[src/hesr_pkg.sv]
// Package with constants and carrier types of the host event status reporting block.
package hesr_pkg;

	// Shared host memory map (byte addresses of the 2K window).
	localparam logic [10:0] ADDR_ENC_IDX     = 11'h113;
	localparam logic [10:0] ADDR_SERVO_CHECK = 11'h114;
	localparam logic [10:0] ADDR_CTRL_STAT1  = 11'h100;
	localparam logic [10:0] ADDR_HOST_EVENTS = 11'h101;

	// Field positions.
	localparam int BIT_CONFLICT   = 6;
	localparam int BIT_IGNORED    = 7;
	localparam int BIT_STACK_OVF  = 0;
	localparam int BIT_HALT_EVT   = 2;
	localparam int BIT_VEC_OVF    = 3;
	localparam int BIT_RESET_DONE = 4;
	localparam int BIT_RUN_OUT    = 5;

	// Reset value of all report bytes.
	localparam logic [7:0] BYTE_RESET = 8'h00;

	// Limits and timing.
	localparam logic [15:0] FERR_LIMIT      = 16'h0300;
	localparam logic [1:0]  VEC_QUEUE_DEPTH = 2'h3;
	localparam int          CLK_HZ          = 100_000_000;
	localparam int          INDEX_PERIOD_MS = 5;
	localparam int          INDEX_CYCLES    = CLK_HZ / 1000 * INDEX_PERIOD_MS;

	// Motion command codes.
	typedef enum logic [2:0] {
		CMD_NONE       = 3'b000,
		CMD_AXIS_MOVE  = 3'b001,
		CMD_START      = 3'b010,
		CMD_VEL_MODE   = 3'b011,
		CMD_STOP       = 3'b100,
		CMD_VEC_CHANGE = 3'b101,
		CMD_VEC_DONE   = 3'b110,
		CMD_RESET      = 3'b111
	} hesr_cmd_t;

	// Per-axis motion state.
	typedef enum logic [1:0] {
		AX_IDLE    = 2'b00,
		AX_RUN     = 2'b01,
		AX_CONTOUR = 2'b10,
		AX_HALTING = 2'b11
	} hesr_axis_t;

	// Command from the host command decoder.
	typedef struct packed {
		logic      valid;
		hesr_cmd_t op;
		logic [3:0] axes;
	} hesr_cmd_req_t;

	// Encoder sense of one axis.
	typedef struct packed {
		logic [15:0] ferr;
		logic        pulse_lost;
		logic        chan_a;
		logic        chan_b;
		logic        index;
	} hesr_enc_t;

endpackage : hesr_pkg

[src/hesr_top.sv]
// Host event status reporting: error and event bytes presented in shared host memory.
// How it works
// - Ignored motion command sets bit 7 of controller status one.
// - Move, start or velocity command to a halting axis is ignored.
// - Low nibble of byte 113h holds one encoder fault bit per axis.
// - Fault needs following error above 300h plus lost pulses or single-channel toggling.
// - High nibble of 113h reports index pulses, refreshed every 5 ms.
// - Internal stack overflow sets bit 0 of servo check byte 114h.
// - Emergency halt interrupts host and sets bit 2 of host event flags.
// - Emergency halt stops all four axes with emergency deceleration.
// - Vector change queues three deep; a fourth sets host event bit 3.
// - Power-up or reset command completion sets host event bit 4.
// - Contour mixed with move or velocity on one axis sets bit 6, discarded.
module hesr_top
	import hesr_pkg::*;
(
	input  wire logic          mclk_i,
	input  wire logic          rst_i,
	input  wire hesr_cmd_req_t cmd_i,
	input  wire hesr_enc_t     enc_i [4],
	input  wire logic [3:0]    axis_at_rest_i,
	input  wire logic [3:0]    axis_moving_i,
	input  wire logic          emergency_halt_input_n_i,
	input  wire logic          stack_overflow_i,
	input  wire logic          power_up_done_i,
	input  wire logic          reset_cmd_done_i,
	input  wire logic [7:0]    ring_write_pointer_i,
	input  wire logic [7:0]    ring_read_pointer_i,
	input  wire logic          report_clear_i,
	input  wire logic [10:0]   mem_addr_i,
	input  wire logic          mem_rd_i,
	output logic [7:0]         mem_rdata_o,
	output logic               host_irq_o,
	output logic [3:0]         axis_execute_o,
	output hesr_cmd_t          axis_op_o,
	output logic [3:0]         axis_emergency_stop_o
);

	hesr_axis_t  axis_reg [4];
	hesr_axis_t  axis_next [4];
	logic [7:0]  stat1_reg, stat1_next;
	logic [7:0]  events_reg, events_next;
	logic [7:0]  enc_idx_reg, enc_idx_next;
	logic [7:0]  servo_reg, servo_next;
	logic [1:0]  vec_depth_reg, vec_depth_next;
	logic [3:0]  index_seen_reg;
	logic [31:0] tick_reg;
	logic        halt_prev_reg;
	logic [3:0]  exec_reg;
	hesr_cmd_t   op_reg;
	logic        irq_reg;

	// Emergency halt level and its leading edge; only the edge raises the event flag.
	wire logic halt_active = ~emergency_halt_input_n_i;
	wire logic halt_rise   = halt_active & ~halt_prev_reg;

	// Motion commands are the only ones that can be ignored or flagged as a conflict.
	wire logic is_motion   = cmd_i.valid & (cmd_i.op == CMD_AXIS_MOVE
		| cmd_i.op == CMD_START | cmd_i.op == CMD_VEL_MODE);

	// One-hot views of the axis states, so that each refusal test is a single mask.
	logic [3:0] ax_halting, ax_contour, ax_run;
	always_comb begin
		for (int i = 0; i < 4; i++) begin
			ax_halting[i] = axis_reg[i] == AX_HALTING;
			ax_contour[i] = axis_reg[i] == AX_CONTOUR;
			ax_run[i]     = axis_reg[i] == AX_RUN;
		end
	end

	// Refusals: a halting axis outranks a mode conflict, so one command sets one flag.
	wire logic ignored  = is_motion & (|(cmd_i.axes & ax_halting));
	wire logic conflict = is_motion & ~ignored & (
		((cmd_i.op != CMD_START) & (|(cmd_i.axes & ax_contour)))
		| ((cmd_i.op == CMD_START) & (|(cmd_i.axes & ax_run))));
	// Nothing is started while the halt input is low, even on an axis at rest.
	wire logic accept   = is_motion & ~ignored & ~conflict & ~halt_active;

	// Vector change queue traffic; a push onto a full queue is the overflow.
	wire logic vec_push = cmd_i.valid & (cmd_i.op == CMD_VEC_CHANGE);
	wire logic vec_pop  = cmd_i.valid & (cmd_i.op == CMD_VEC_DONE);
	wire logic vec_ovf  = vec_push & (vec_depth_reg == VEC_QUEUE_DEPTH);

	// Run-out needs an empty ring while a contouring axis still moves.
	wire logic ring_empty = ring_write_pointer_i == ring_read_pointer_i;
	wire logic run_out    = ring_empty & (|(axis_moving_i & ax_contour));

	// Last cycle of each index sampling window.
	wire logic tick     = tick_reg == 32'(INDEX_CYCLES - 1);

	// Encoder fault detection per axis.
	// Single-channel toggling is seen as the two channels disagreeing while the error is large.
	logic [3:0] enc_fault, enc_index;
	always_comb begin
		for (int i = 0; i < 4; i++) begin
			enc_fault[i] = (enc_i[i].ferr > FERR_LIMIT)
				& (enc_i[i].pulse_lost | (enc_i[i].chan_a ^ enc_i[i].chan_b));
			enc_index[i] = enc_i[i].index;
		end
	end

	// Axis state next values; halting ends only when the axis reaches rest.
	always_comb begin
		for (int i = 0; i < 4; i++) begin
			axis_next[i] = axis_reg[i];
			if (halt_active && axis_reg[i] != AX_IDLE) begin
				axis_next[i] = AX_HALTING;
			end else if (axis_reg[i] == AX_HALTING) begin
				if (axis_at_rest_i[i]) begin
					axis_next[i] = AX_IDLE;
				end
			end else if (cmd_i.valid && cmd_i.axes[i]) begin
				case (cmd_i.op)
					CMD_STOP:      axis_next[i] = (axis_reg[i] == AX_IDLE) ? AX_IDLE : AX_HALTING;
					CMD_AXIS_MOVE,
					CMD_VEL_MODE:  if (accept) axis_next[i] = AX_RUN;
					CMD_START:     if (accept) axis_next[i] = AX_CONTOUR;
					default:       axis_next[i] = axis_reg[i];
				endcase
			end else if (axis_reg[i] != AX_IDLE && axis_at_rest_i[i] && !axis_moving_i[i]
				&& axis_reg[i] == AX_RUN) begin
				axis_next[i] = AX_IDLE;
			end
		end
	end

	// Sticky report bytes: a set in the same cycle as a clear wins.
	always_comb begin
		stat1_next  = report_clear_i ? BYTE_RESET : stat1_reg;
		events_next = report_clear_i ? BYTE_RESET : events_reg;
		servo_next  = report_clear_i ? BYTE_RESET : servo_reg;
		if (ignored)  stat1_next[BIT_IGNORED]  = 1'b1;
		if (conflict) stat1_next[BIT_CONFLICT] = 1'b1;
		if (halt_rise) events_next[BIT_HALT_EVT] = 1'b1;
		if (vec_ovf)  events_next[BIT_VEC_OVF]  = 1'b1;
		if (power_up_done_i | reset_cmd_done_i) events_next[BIT_RESET_DONE] = 1'b1;
		if (run_out)  events_next[BIT_RUN_OUT]  = 1'b1;
		if (stack_overflow_i) servo_next[BIT_STACK_OVF] = 1'b1;
		// Encoder faults latch; index nibble is replaced only at each tick.
		enc_idx_next[3:0] = (report_clear_i ? 4'h0 : enc_idx_reg[3:0]) | enc_fault;
		enc_idx_next[7:4] = tick ? (index_seen_reg | enc_index) : enc_idx_reg[7:4];
	end

	// Vector change queue depth; overflow commands are dropped.
	// A pop on an empty queue is ignored, so a stray completion cannot underflow it.
	always_comb begin
		vec_depth_next = vec_depth_reg;
		if (vec_push && !vec_ovf && !vec_pop) begin
			vec_depth_next = vec_depth_reg + 2'h1;
		end else if (vec_pop && !vec_push && vec_depth_reg != 2'h0) begin
			vec_depth_next = vec_depth_reg - 2'h1;
		end
	end

	// Host reads of the shared memory window; unmapped addresses read zero.
	assign mem_rdata_o = !mem_rd_i ? 8'h00 :
		(mem_addr_i == ADDR_ENC_IDX)     ? enc_idx_reg :
		(mem_addr_i == ADDR_SERVO_CHECK) ? servo_reg :
		(mem_addr_i == ADDR_CTRL_STAT1)  ? stat1_reg :
		(mem_addr_i == ADDR_HOST_EVENTS) ? events_reg : 8'h00;

	// Outputs come straight from registers, except the halt request, which must not wait.
	assign host_irq_o            = irq_reg;
	assign axis_execute_o        = exec_reg;
	assign axis_op_o             = op_reg;
	assign axis_emergency_stop_o = {4{halt_active}};

	// Axis states and queue depth; reset leaves every axis at rest.
	always_ff @(posedge mclk_i or posedge rst_i) begin
		if (rst_i) begin
			for (int i = 0; i < 4; i++) axis_reg[i] <= AX_IDLE;
			vec_depth_reg  <= 2'h0;
			halt_prev_reg  <= 1'b0;
		end else begin
			axis_reg       <= axis_next;
			vec_depth_reg  <= vec_depth_next;
			halt_prev_reg  <= halt_active;
		end
	end

	// Report bytes read by the host.
	always_ff @(posedge mclk_i or posedge rst_i) begin
		if (rst_i) begin
			stat1_reg      <= BYTE_RESET;
			events_reg     <= BYTE_RESET;
			enc_idx_reg    <= BYTE_RESET;
			servo_reg      <= BYTE_RESET;
		end else begin
			stat1_reg      <= stat1_next;
			events_reg     <= events_next;
			enc_idx_reg    <= enc_idx_next;
			servo_reg      <= servo_next;
		end
	end

	// Execute strobe, accepted operation and host interrupt.
	// The interrupt is taken from the next values so it rises with the flag it reports.
	always_ff @(posedge mclk_i or posedge rst_i) begin
		if (rst_i) begin
			exec_reg       <= 4'h0;
			op_reg         <= CMD_NONE;
			irq_reg        <= 1'b0;
		end else begin
			exec_reg       <= accept ? cmd_i.axes : 4'h0;
			op_reg         <= accept ? cmd_i.op : CMD_NONE;
			irq_reg        <= (|stat1_next[7:6]) | (|events_next);
		end
	end

	// Index sampling window of 5 ms; pulses seen inside it are reported at its end.
	// The nibble is a snapshot, not a count: several pulses in one window read as one,
	// and the host sees a pulse up to one window late.
	always_ff @(posedge mclk_i or posedge rst_i) begin
		if (rst_i) begin
			tick_reg       <= 32'h0000_0000;
			index_seen_reg <= 4'h0;
		end else begin
			tick_reg       <= tick ? 32'h0000_0000 : tick_reg + 32'h0000_0001;
			index_seen_reg <= tick ? 4'h0 : (index_seen_reg | enc_index);
		end
	end

endmodule : hesr_top

[config.mk]
export PLATFORM = sky130hd
export DESIGN_NAME = hesr_top
export DESIGN_NICKNAME = d
export VERILOG_FILES = /design/src/hesr_pkg.sv /design/src/hesr_top.sv
export SDC_FILE = /design/constraint.sdc
export NUM_CORES = 1
export LEC_CHECK = 0
export BUFFER_PORTS_ARGS = -buffer_cell sky130_fd_sc_hd__buf_2
export CAP_MARGIN = 20
export CORE_MARGIN = 4
export CORE_UTILIZATION = 40
export CTS_CLUSTER_DIAMETER = 30
export CTS_CLUSTER_SIZE = 10
export DETAILED_ROUTE_END_ITERATION = 16
export GPL_TIMING_DRIVEN = 0
export PLACE_DENSITY_LB_ADDON = 0.2
export SLEW_MARGIN = 5
export SYNTH_ARGS = -nofsm -noshare
export SYNTH_HDL_FRONTEND = slang
export SYNTH_SLANG_ARGS = --single-unit
[constraint.sdc]
create_clock -name mclk_i -period 2.2 [get_ports mclk_i]
set_clock_uncertainty 0.1 [all_clocks]
set_input_delay 0 -clock mclk_i [delete_from_list [all_inputs] [get_ports mclk_i]]
set_output_delay 0 -clock mclk_i [all_outputs]
set_load 0.05 [all_outputs]
==> summary.md, run 1 <==
| Metric | Value |
|---|---|
| Slew HR | 0.534 |
| CTS Sinks | 74 |
| Post-Synth Adder-Cell Area | 0.00519 |
| Yosys top cell by area | dfrtp_1 |
| Routability cong. | around 0.87 |
| RSZ-0062 raised after global routing | false |
| Antenna-violating nets left | 0 |
| Final worst setup slack | 0.116 ns |
| PortBufs | 150 |
| Status | complete, no violations |
| Distinct cell type count after synthesis | 66 |
| Die Footprint | between 0.01 and 0.015 mm² |
| Mux cell area share after synthesis | 0.00519 |
| IR Drop Worst-Case VDD | approximately 0.46 mV |
| Total CTS buffers | 9 |
| Max H-tree Level | 3 |
| Starting density of the core | 0.415 |
| Sequential fraction of the synthesis area | 0.427 |
| Worst-path cell chain | buf_6 > inv_2 > a32o_1 > nor3_2 > nor2_1 > a22o_1 > or4b_1 |
| Hold Path Sink | host_irq_o$_DFF_PP0_ |
| Layout Area Growth over Synthesis | 36.3% |
| Worst Hold Depth | 4 |
| RR Endpoint | host_irq_o$_DFF_PP0_ |
| Least-Margin Pin Slew | between 0.6 and 0.7 ns |
| First DRT Iteration DRCs | roughly 160 |
| Final min period | between 2 and 2.5 ns |
| Core area | 0.0105 mm² |
| All-Layer GR Usage | 0.187 |
| I/O pin count | about 150 |
| DRT met1 WL | 5040 µm |
| P_leak | approximately 0.0027 µW |
| FP Rows | 37 |
| Syn Inst Count | ~470 |
| Via count | ~4200 |
| Max-cap violation count | 0 |
| Max-slew violation count | 0 |
| DRC | 0 |
| Final setup viols | 0 |
| Die height | ~110 µm |
| Die Wd | ~110 µm |
| Fill count | about 960 |
| Clock transition at path regs | approximately 0.070 ns |
| Worst Path Arrival | ~2.2 ns |
| Fin. Hold Viols | 0 |
| Period utilisation layout | 0.947 |
| Worst path slowest cell | or4b_1 |
| Hold Path Origin | reset_cmd_done_i |
| Worst setup SP type | flop |
| Worst skew pair latency | roughly 0.34 ns |
| Yosys warns | 0 |
| Syn avg cell area | between 9 and 10 µm² |
| Number of global-route vias before repair | about 4200 |
| TritonCTS clock tree | yes |
| Clock root cell | clkbuf_8 |
| Pin count of the biggest net entering global routing | 67 |
| Most common cell in the synthesized netlist | dfrtp_1 |
| Largest family of logic cells by synthesized area | simple AND/OR/NAND/NOR gates |
| Dominant synthesized flop cell | dfrtp_1 |
| Worst setup path class | reg2reg |
| Required time worst endpoint | approximately 2.3 ns |
| Post-synthesis simple-gate area fraction | 0.267 |
| Nets | just under 800 |
| First-pass GRT wire length | between 15000 and 20000 µm |
| Antenna Cells | 0 |
| Dpl ws | about 0.035 ns |
| Min-Delay Path Class | in2reg |
| WL/cell | between 15 and 20 µm |
| Pwr dens | about 740 mW/mm² |
| Fmax | 0.480 GHz |
| Worst R2R Start | axis_reg[7]$_DFFE_PP0P_ |
| Crit end category | flop |
| Max FO, Critical Path | 9 |
| Met2 WL post-DR | about 6000 µm |
| Share of layout cells above drive strength 1 | 0.314 |
| Synth top area share | 0.427 |
| Initial antenna violation count | 0 |
| Remaining Overflow, GRT | 0 |
| Top area cells in the synthesized netlist | dfrtp_1 43%, xor2_1 5.0%, nor2_1 4.1% |
| Placed Area | about 0.0053 mm² |
| Met3 wire len | 824 µm |
| Net Count, Synth | 599 |
| Async set or reset register ratio after synthesis | 1.00 |
| R2R depth | 7 |
| Setup slack, reg-to-reg | 0.12 ns |
| Drt pass-1 iters | 5 |
| Clock Tree Buf Depth | 2 |
| Hpwl dp | between 9000 and 10000 µm |
| Synth Area in XOR/XNOR | 0.0848 |
| Design area | just under 0.006 mm² |
| Syn Std Cell Area | between 0.004 and 0.005 mm² |
| Compound-Gate Fraction of Synth Area | 0.162 |
| Post-synth EDFFs | 0 |
| CP max stage delay | 0.50 ns |
| Vias per cell | between 5 and 6 |
| Max reg flops | 32 |
| Top Metal Used | met4 |
| Yosys reg bits | 74 |
| Top post-synthesis cells by count | 74 x dfrtp_1, 47 x nor2_1, 30 x nand2_1 |
| Routed WL | approximately 12000 µm |
==> final cells by class <==
| cell class | instances | area, µm² | share of cell area |
|---|---|---|---|
| clock buffers | 9 | 124 | 0.0210 |
| multi-input cells | 355 | 2300 | 0.389 |
| plain buffers | 23 | 151 | 0.0256 |
| well taps | 136 | 170 | 0.0288 |
| flip-flops and latches | 74 | 1850 | 0.313 |
| inverters | 15 | 58.8 | 0.00995 |
| repair buffers | 186 | 1120 | 0.189 |
| clock inverters | 6 | 138 | 0.0233 |
==> how the worst max path moves through the flow <==
stage,from,to,cells past startpoint
after floorplan,rst_i,axis_execute_o[0]$_DFF_PP0_,1
after global placement,rst_i,servo_reg[0]$_DFFE_PP0P_,2
after detailed placement,tick_reg[10]$_DFF_PP0_,tick_reg[13]$_DFF_PP0_,6
after CTS,tick_reg[10]$_DFF_PP0_,index_seen_reg[0]$_DFF_PP0_,6
after global routing,tick_reg[10]$_DFF_PP0_,tick_reg[26]$_DFF_PP0_,7
final,axis_reg[7]$_DFFE_PP0P_,host_irq_o$_DFF_PP0_,7
==> timing repair <==
| item | 4_1_cts | 5_1_grt |
|---|---|---|
| hold buffers | 30 | 0 |
| endpoints found under the setup margin | 0 | 24 |
| resized for setup | 0 | 8 |
| buffers inserted | 0 | 5 |
| hold endpoints to repair | 101 | 0 |
==> critical path: cells and delay by family (launching register included) <==
kind | cells | cell delay, ns
compound gates | 2 | 0.49
flops | 1 | 0.36
simple gates | 3 | 0.81
buf+inv | 2 | 0.20
==> cell usage in the layout, fill, tap and decap left out, types with 13 or more instances in the layout <==
master         count
a21oi_1           21
nor2b_1           15
dfrtp_1           74
buf_2            155
xnor2_1           17
nand3_1           20
dlygate4sd3_1     30
xor2_1            25
nand4_1           16
o21ai_0           15
inv_1             13
nand2_1           30
nor2_1            46
nor4_1            19
==> routing by layer <==
metal  global-route usage  vias up
met5                    0        -
met4               0.0537        0
met3               0.0442       17
met2                0.319      147
met1                0.236     1981
li1                     -     2103
==> kinds of logic (layout without fill, tap and decap cells) <==
kind of cell | after synthesis | in the layout
AND/OR/NAND/NOR | 212 | 212
AO/OA/AOI/OAI | 96 | 96
flip-flops | 74 | 74
XOR/XNOR | 42 | 42
buffers and inverters | 38 | 239
adder cells (fa/ha/maj) | 2 | 2
multiplexers | 2 | 2
other | 1 | 1
==> power breakdown <==
part / switching, µW / leakage, µW / internal [µW]
logic: 790 / 0.00170 / 666
clock network: 499 / 0.000130 / 868
registers: 58.4 / 0.000918 / 1470
==> stage by stage <==
step / std cells / hold WS, ns / setup TNS, ns / total power [µW] / util
2_1_floorplan: 467 / -0.0234 / 0 / 2530 / -
3_3_place_gp: 753 / 0.0855 / -55.27 / 2860 / 0.503
3_5_place_dp: 754 / -0.180 / 0 / 2900 / 0.506
4_1_cts: 799 / 0.00973 / 0 / 4350 / 0.559
5_1_grt: 804 / 0.0257 / 0 / 4620 / 0.565
6_report: 804 / 0.0257 / 0 / 4350 / 0.565
Note: power is estimated with default switching activity, not from simulation.
==> run 2: changes to the inputs <==
--- a/config.mk
+++ b/config.mk
@@ -5,6 +5,7 @@
 export SDC_FILE = /design/constraint.sdc
 export NUM_CORES = 1
 export LEC_CHECK = 0
+export ABC_AREA = 1
 export BUFFER_PORTS_ARGS = -buffer_cell sky130_fd_sc_hd__buf_2
 export CAP_MARGIN = 20
 export CORE_MARGIN = 4
@@ -14,6 +15,7 @@
 export DETAILED_ROUTE_END_ITERATION = 16
 export GPL_TIMING_DRIVEN = 0
 export PLACE_DENSITY_LB_ADDON = 0.2
+export RECOVER_POWER = 100
 export SLEW_MARGIN = 5
 export SYNTH_ARGS = -nofsm -noshare
 export SYNTH_HDL_FRONTEND = slang
==> summary.md, run 2 <==
| Metric | Value |
|---|---|
| Remaining Overflow, GRT | 0 |
| Distinct cell type count after synthesis | 37 |
| Hpwl dp | 10200 µm |
| I/O pin count | 151 |
| Worst-path cell chain | dlygate4sd3_1 > buf_2 > inv_1 > nand3_1 > a21oi_1 > nand2_1 > nand2_1 > nand2_1 > nand2_1 > nand2_1 > nand2_1 > nand2_1 |
| Max-slew violation count | 0 |
| Post-synth EDFFs | 0 |
| Via count | between 4000 and 5000 |
| Cells after DPL | about 940 |
| Dominant synthesized flop cell | dfrtp_1 |
| Max H-tree Level | 3 |
| Crit end category | flop |
| Final setup viols | 0 |
| Fill count | about 1100 |
| Placed Area | approximately 0.0055 mm² |
| Min-Delay Path Class | in2reg |
| Top area cells in the synthesized netlist | dfrtp_1 40%, nand2_1 13%, nor2_1 8.4% |
| Antenna-violating nets left | 0 |
| Post-Layout Cell Count | 982 |
| Commonest non-fill, non-tap cells in the layout | 164 x nand2_1, 128 x buf_2, 107 x nor2_1 |
| FP Rows | 38 |
| Period utilisation layout | 0.882 |
| Top post-synthesis cells by count | 155 x nand2_1, 103 x nor2_1, 92 x inv_1 |
| Worst skew pair latency | between 0.3 and 0.4 ns |
| Sequential Area | 0.00185 mm² |
| Final core occ | 0.549 |
| Vias per cell | between 4 and 5 |
| Slew HR | 0.0977 |
| IR Drop Worst-Case VDD | 0.440 mV |
| Worst setup SP type | primary input |
| Most common cell in the synthesized netlist | nand2_1 |
| Yosys reg bits | 74 |
| Routed WL | about 13000 µm |
| Async set or reset register ratio after synthesis | 1.00 |
| Worst Path Arrival | slightly above 2 ns |
| Worst path slowest cell | dlygate4sd3_1 |
| Core area | 0.0110 mm² |
| Worst setup path class | in2reg |
| Nets | about 970 |
| Total CTS buffers | 9 |
| Syn avg cell area | about 7.1 µm² |
| Max-cap violation count | 0 |
| RSZ-0062 raised after global routing | false |
| Fin. Hold Viols | 0 |
| TritonCTS clock tree | yes |
| Least-Margin Pin Slew | about 1.3 ns |
| Clock transition at path regs | around 0.06 ns |
| Die Wd | around 120 µm |
| Syn Std Cell Area | roughly 0.0046 mm² |
| Pwr dens | around 650 mW/mm² |
| Sequential fraction of the synthesis area | 0.403 |
| Design area | ~0.006 mm² |
| First-pass GRT wire length | 21500 µm |
| DRC | 0 |
| Drt pass-1 iters | 5 |
| Starting density of the core | 0.416 |
| Yosys warns | 0 |
| CTS Sinks | 74 |
| Synth top area share | 0.403 |
| Crit path buf inv count | 3 |
| Syn Inst Count | about 650 |
| Most Frequent Cell on Critical Path | nand2_1 |
| All-Layer GR Usage | 0.200 |
| Max FO, Critical Path | 10 |
| Routability cong. | just under 1 |
| Status | complete, no violations |
| Share of layout cells above drive strength 1 | 0.190 |
| Max reg flops | 32 |
| Number of global-route vias before repair | 4857 |
| Pin count of the biggest net entering global routing | 46 |
| Yosys top cell by area | dfrtp_1 |
| PortBufs | 150 |
| Initial antenna violation count | 0 |
| Commonest non-fill, non-tap cell in the layout | nand2_1 |
| Fmax | between 0.5 and 0.6 GHz |
| Required time worst endpoint | 2.32 ns |
| Multi-input logic area | between 0.002 and 0.0025 mm² |
| CP max stage delay | about 0.53 ns |
| Delay-heaviest family, CP | simple AND/OR/NAND/NOR gates |
| P_leak | between 0.003 and 0.004 µW |
| Die height | roughly 120 µm |
| Clock Tree Buf Depth | 2 |
| Net Count, Synth | about 800 |
| Antenna Cells | 0 |
| First DRT Iteration DRCs | 237 |
| Die Footprint | about 0.013 mm² |
| WL/cell | 13.1 µm |
| Final min period | between 1.5 and 2 ns |
| Clock root cell | clkbuf_16 |
| Layout Area Growth over Synthesis | 31.8% |
-- run 2: power breakdown --
group	switching [µW]	internal, µW	total, µW
clock network	587	886	1470
logic	516	361	877
registers	142	1470	1610
-- run 2: metal layers --
metal  wire length (µm)  track usage
met5                  0            0
met4                207       0.0626
met3                648       0.0437
met2               6490        0.353
met1               5490        0.243
-- run 2: what timing repair did --
action / CTS / global route
setup buffers: 0 / 0
hold buffers: 31 / 0
resized for setup: 0 / 1
setup endpoints to repair: 0 / 1
endpoints found under the hold margin: 103 / 0
-- run 2: through the flow --
stage	hold slack (ns)	TNS, ns	power, µW	setup WS [ns]
5_1_grt	0.0415	0	4220	0.117
3_3_place_gp	0.0829	-47.23	2430	-0.643
2_1_floorplan	-0.0237	0	2180	0.218
4_1_cts	0.000361	0	4020	0.0380
6_report	0.00461	0	3960	0.259
3_5_place_dp	-0.0813	0	2480	0.391
-- run 2: cells by family after synthesis --
kind of cell | count (synthesis) | share of synthesized area
adders and majority gates | 1 | 0.00273
xor gates and xnor gates | 36 | 0.0687
AOI/OAI and AO/OA | 37 | 0.0496
and+or+nand+nor | 397 | 0.390
DFF | 74 | 0.403
other | 1 | 0.000817
buffers and inverters | 99 | 0.0848
-- run 2: path summary, 6_finish.rpt --
check / start / endpoint / slack [ns] / cells after the start
min in group asynchronous: rst_i / enc_idx_reg[2]$_DFF_PP0_ / 0.42 / 3
setup reg to reg: tick_reg[2]$_DFF_PP0_ / tick_reg[15]$_DFF_PP0_ / 0.33 / 6
setup / recovery: cmd_i[4] / axis_reg[5]$_DFFE_PP0P_ / 0.26 / 12
hold reg to reg: halt_prev_reg$_DFF_PP0_ / events_reg[2]$_DFF_PP0_ / 0.38 / 1
hold / removal: ring_read_pointer_i[6] / events_reg[5]$_DFF_PP0_ / 0.005 / 6
max in group asynchronous: rst_i / axis_op_o[0]$_DFF_PP0_ / 0.82 / 4
-- run 2: layout make-up --
| cell class | instances | area share |
|---|---|---|
| clock buffers | 9 | 0.0372 |
| inverters | 93 | 0.0579 |
| clock inverters | 7 | 0.0122 |
| flip-flops and latches | 74 | 0.306 |
| plain buffers | 6 | 0.00641 |
| well taps | 140 | 0.0289 |
| repair buffers | 181 | 0.173 |
| multi-input cells | 472 | 0.378 |
-- run 2: worst reg2reg max path, stage by stage (launching register included) --
cell and delay [ns]:
dfrtp_1 0.43, nand3_1 0.19, nor2_1 0.25, nand2_1 0.19
nor2_1 0.31, xor2_1 0.20, nor2_1 0.07
==> run 3: changes to the inputs <==
--- a/config.mk
+++ b/config.mk
@@ -8,8 +8,10 @@
 export ABC_AREA = 1
 export BUFFER_PORTS_ARGS = -buffer_cell sky130_fd_sc_hd__buf_2
 export CAP_MARGIN = 20
+export CELL_PAD_IN_SITES_DETAIL_PLACEMENT = 1
+export CELL_PAD_IN_SITES_GLOBAL_PLACEMENT = 1
 export CORE_MARGIN = 4
-export CORE_UTILIZATION = 40
+export CORE_UTILIZATION = 36
 export CTS_CLUSTER_DIAMETER = 30
 export CTS_CLUSTER_SIZE = 10
 export DETAILED_ROUTE_END_ITERATION = 16
==> summary.md, run 3 (same netlist as run 2, synthesis figures left out) <==
| Metric | Value |
|---|---|
| Design area | slightly above 0.006 mm² |
| Max H-tree Level | 3 |
| Status | complete, no violations |
| Worst Path Arrival | slightly above 2 ns |
| I/O pin count | roughly 150 |
| Vias per cell | between 4 and 5 |
| DRC | 0 |
| Max-slew violation count | 0 |
| PortBufs | 150 |
| Max reg flops | 32 |
| Slew HR | 0.0956 |
| Max-cap violation count | 0 |
| CTS Sinks | 74 |
| Die Footprint | approximately 0.015 mm² |
| First-pass GRT wire length | 26100 µm |
| Clock Tree Buf Depth | 2 |
| Fin. Hold Viols | 0 |
| Total CTS buffers | 9 |
| TritonCTS clock tree | yes |
| Core area | about 0.012 mm² |
| Routability cong. | 0.861 |
| Pwr dens | ~670 mW/mm² |
| Remaining Overflow, GRT | 0 |
| Max FO, Critical Path | 5 |
| Min-Delay Path Class | in2reg |
| Clock transition at path regs | ~0.070 ns |
| Via count | approximately 5000 |
| FP Rows | 40 |
| Antenna Cells | 0 |
| Period utilisation layout | 0.876 |
| Least-Margin Pin Slew | ~1.3 ns |
| Worst skew pair latency | approximately 0.34 ns |
| All-Layer GR Usage | 0.220 |
| Pin count of the biggest net entering global routing | 47 |
| Power Total | slightly above 4000 µW |
| Clock root cell | clkbuf_16 |
| Commonest non-fill, non-tap cell in the layout | nand2_1 |
| Nets | between 900 and 1000 |
| Routed WL | ~15000 µm |
| Worst setup SP type | flop |
| Commonest non-fill, non-tap cells in the layout | 162 x nand2_1, 126 x buf_2, 108 x nor2_1 |
| First DRT Iteration DRCs | around 180 |
| Final min period | 1.93 ns |
| Drt pass-1 iters | 4 |
| Crit end category | flop |
| IR Drop Worst-Case VDD | between 0.4 and 0.5 mV |
| CP max stage delay | between 0.4 and 0.5 ns |
| Share of layout cells above drive strength 1 | 0.190 |
| Number of global-route vias before repair | 5529 |
| Setup repair bufs after CTS | 0 |
| Placed Area | between 0.005 and 0.006 mm² |
| Final core occ | 0.499 |
| Die Wd | 121 µm |
| Worst-path cell chain | ha_1 > nand2_1 > nor2_2 > nand2_1 > nor2_2 > inv_1 > nor2_1 > xor2_1 > nor2_1 |
| RSZ-0062 raised after global routing | false |
| Antenna-violating nets left | 0 |
| Initial antenna violation count | 0 |
| WL/cell | between 15 and 20 µm |
| Die height | around 120 µm |
| Hpwl dp | 12000 µm |
| Fmax | a little over 0.5 GHz |
| P_leak | around 0.0031 µW |
| Starting density of the core | 0.374 |
| Final setup viols | 0 |
| Worst setup path class | reg2reg |
| Worst path slowest cell | dfrtp_1 |
| Required time worst endpoint | ~2.3 ns |
| Layout Area Growth over Synthesis | 33.2% |
run 3: stage by stage:
stage | setup TNS [ns] | hold slack (ns) | instances | setup slack (ns)
finish | 0 | 0.000481 | 1011 | 0.273
global route | 0 | 0.0347 | 1011 | 0.113
CTS | 0 | 0.0133 | 1013 | 0.0693
detailed placement | 0 | -0.0755 | 964 | 0.322
global placement | -53.14 | 0.0827 | 963 | -0.726
floorplan | 0 | -0.0237 | 645 | 0.218
run 3: power by group:
part,switching [µW],total [µW],internal (µW)
logic,562,928,366
clock network,632,1530,902
registers,146,1610,1470
total,1340,4070,2730
run 3: routing by layer:
layer,GRT usage,up-vias,part of all wire
li1,-,2448,-
met1,0.256,2402,0.42
met2,0.414,106,0.54
met3,0.0345,19,0.030
met4,0.0609,0,0.015
met5,0,-,0
run 3: final timing paths:
path | startpoint | slack, ns | to | cells past startpoint
setup / recovery | tick_reg[0]$_DFF_PP0_ | 0.27 | tick_reg[16]$_DFF_PP0_ | 9
hold / removal | ring_write_pointer_i[5] | 0.0005 | events_reg[5]$_DFF_PP0_ | 6
setup reg to reg | tick_reg[0]$_DFF_PP0_ | 0.27 | tick_reg[16]$_DFF_PP0_ | 9
hold reg to reg | servo_reg[0]$_DFFE_PP0P_ | 0.38 | servo_reg[0]$_DFFE_PP0P_ | 1
max in group asynchronous | rst_i | 0.80 | axis_execute_o[1]$_DFF_PP0_ | 4
min in group asynchronous | rst_i | 0.41 | enc_idx_reg[5]$_DFFE_PP0N_ | 3
run 3: repair_timing:
| item | 4_1_cts | 5_1_grt |
|---|---|---|
| gates resized for setup | 0 | 1 |
| endpoints found under the setup margin | 0 | 2 |
| hold buffers | 33 | 0 |
| hold endpoints to repair | 103 | 0 |
run 3: critical path: cells and delay by family (launching register included):
| kind | cells | cell delay [ns] |
|---|---|---|
| fa+ha+maj | 1 | 0.26 |
| simple gates | 6 | 0.79 |
| xor+xnor | 1 | 0.16 |
| flops | 1 | 0.43 |
| buf+inv | 1 | 0.06 |
run 3: area by class of cell:
cell class              count  area (µm²)
plain buffers               6        38.8
clock buffers               9         225
clock inverters             7        86.3
fillers                  1653        6150
inverters                  93         350
multi-input cells         472        2290
flip-flops and latches     74        1850
well taps                 168         210
repair buffers            182        1060
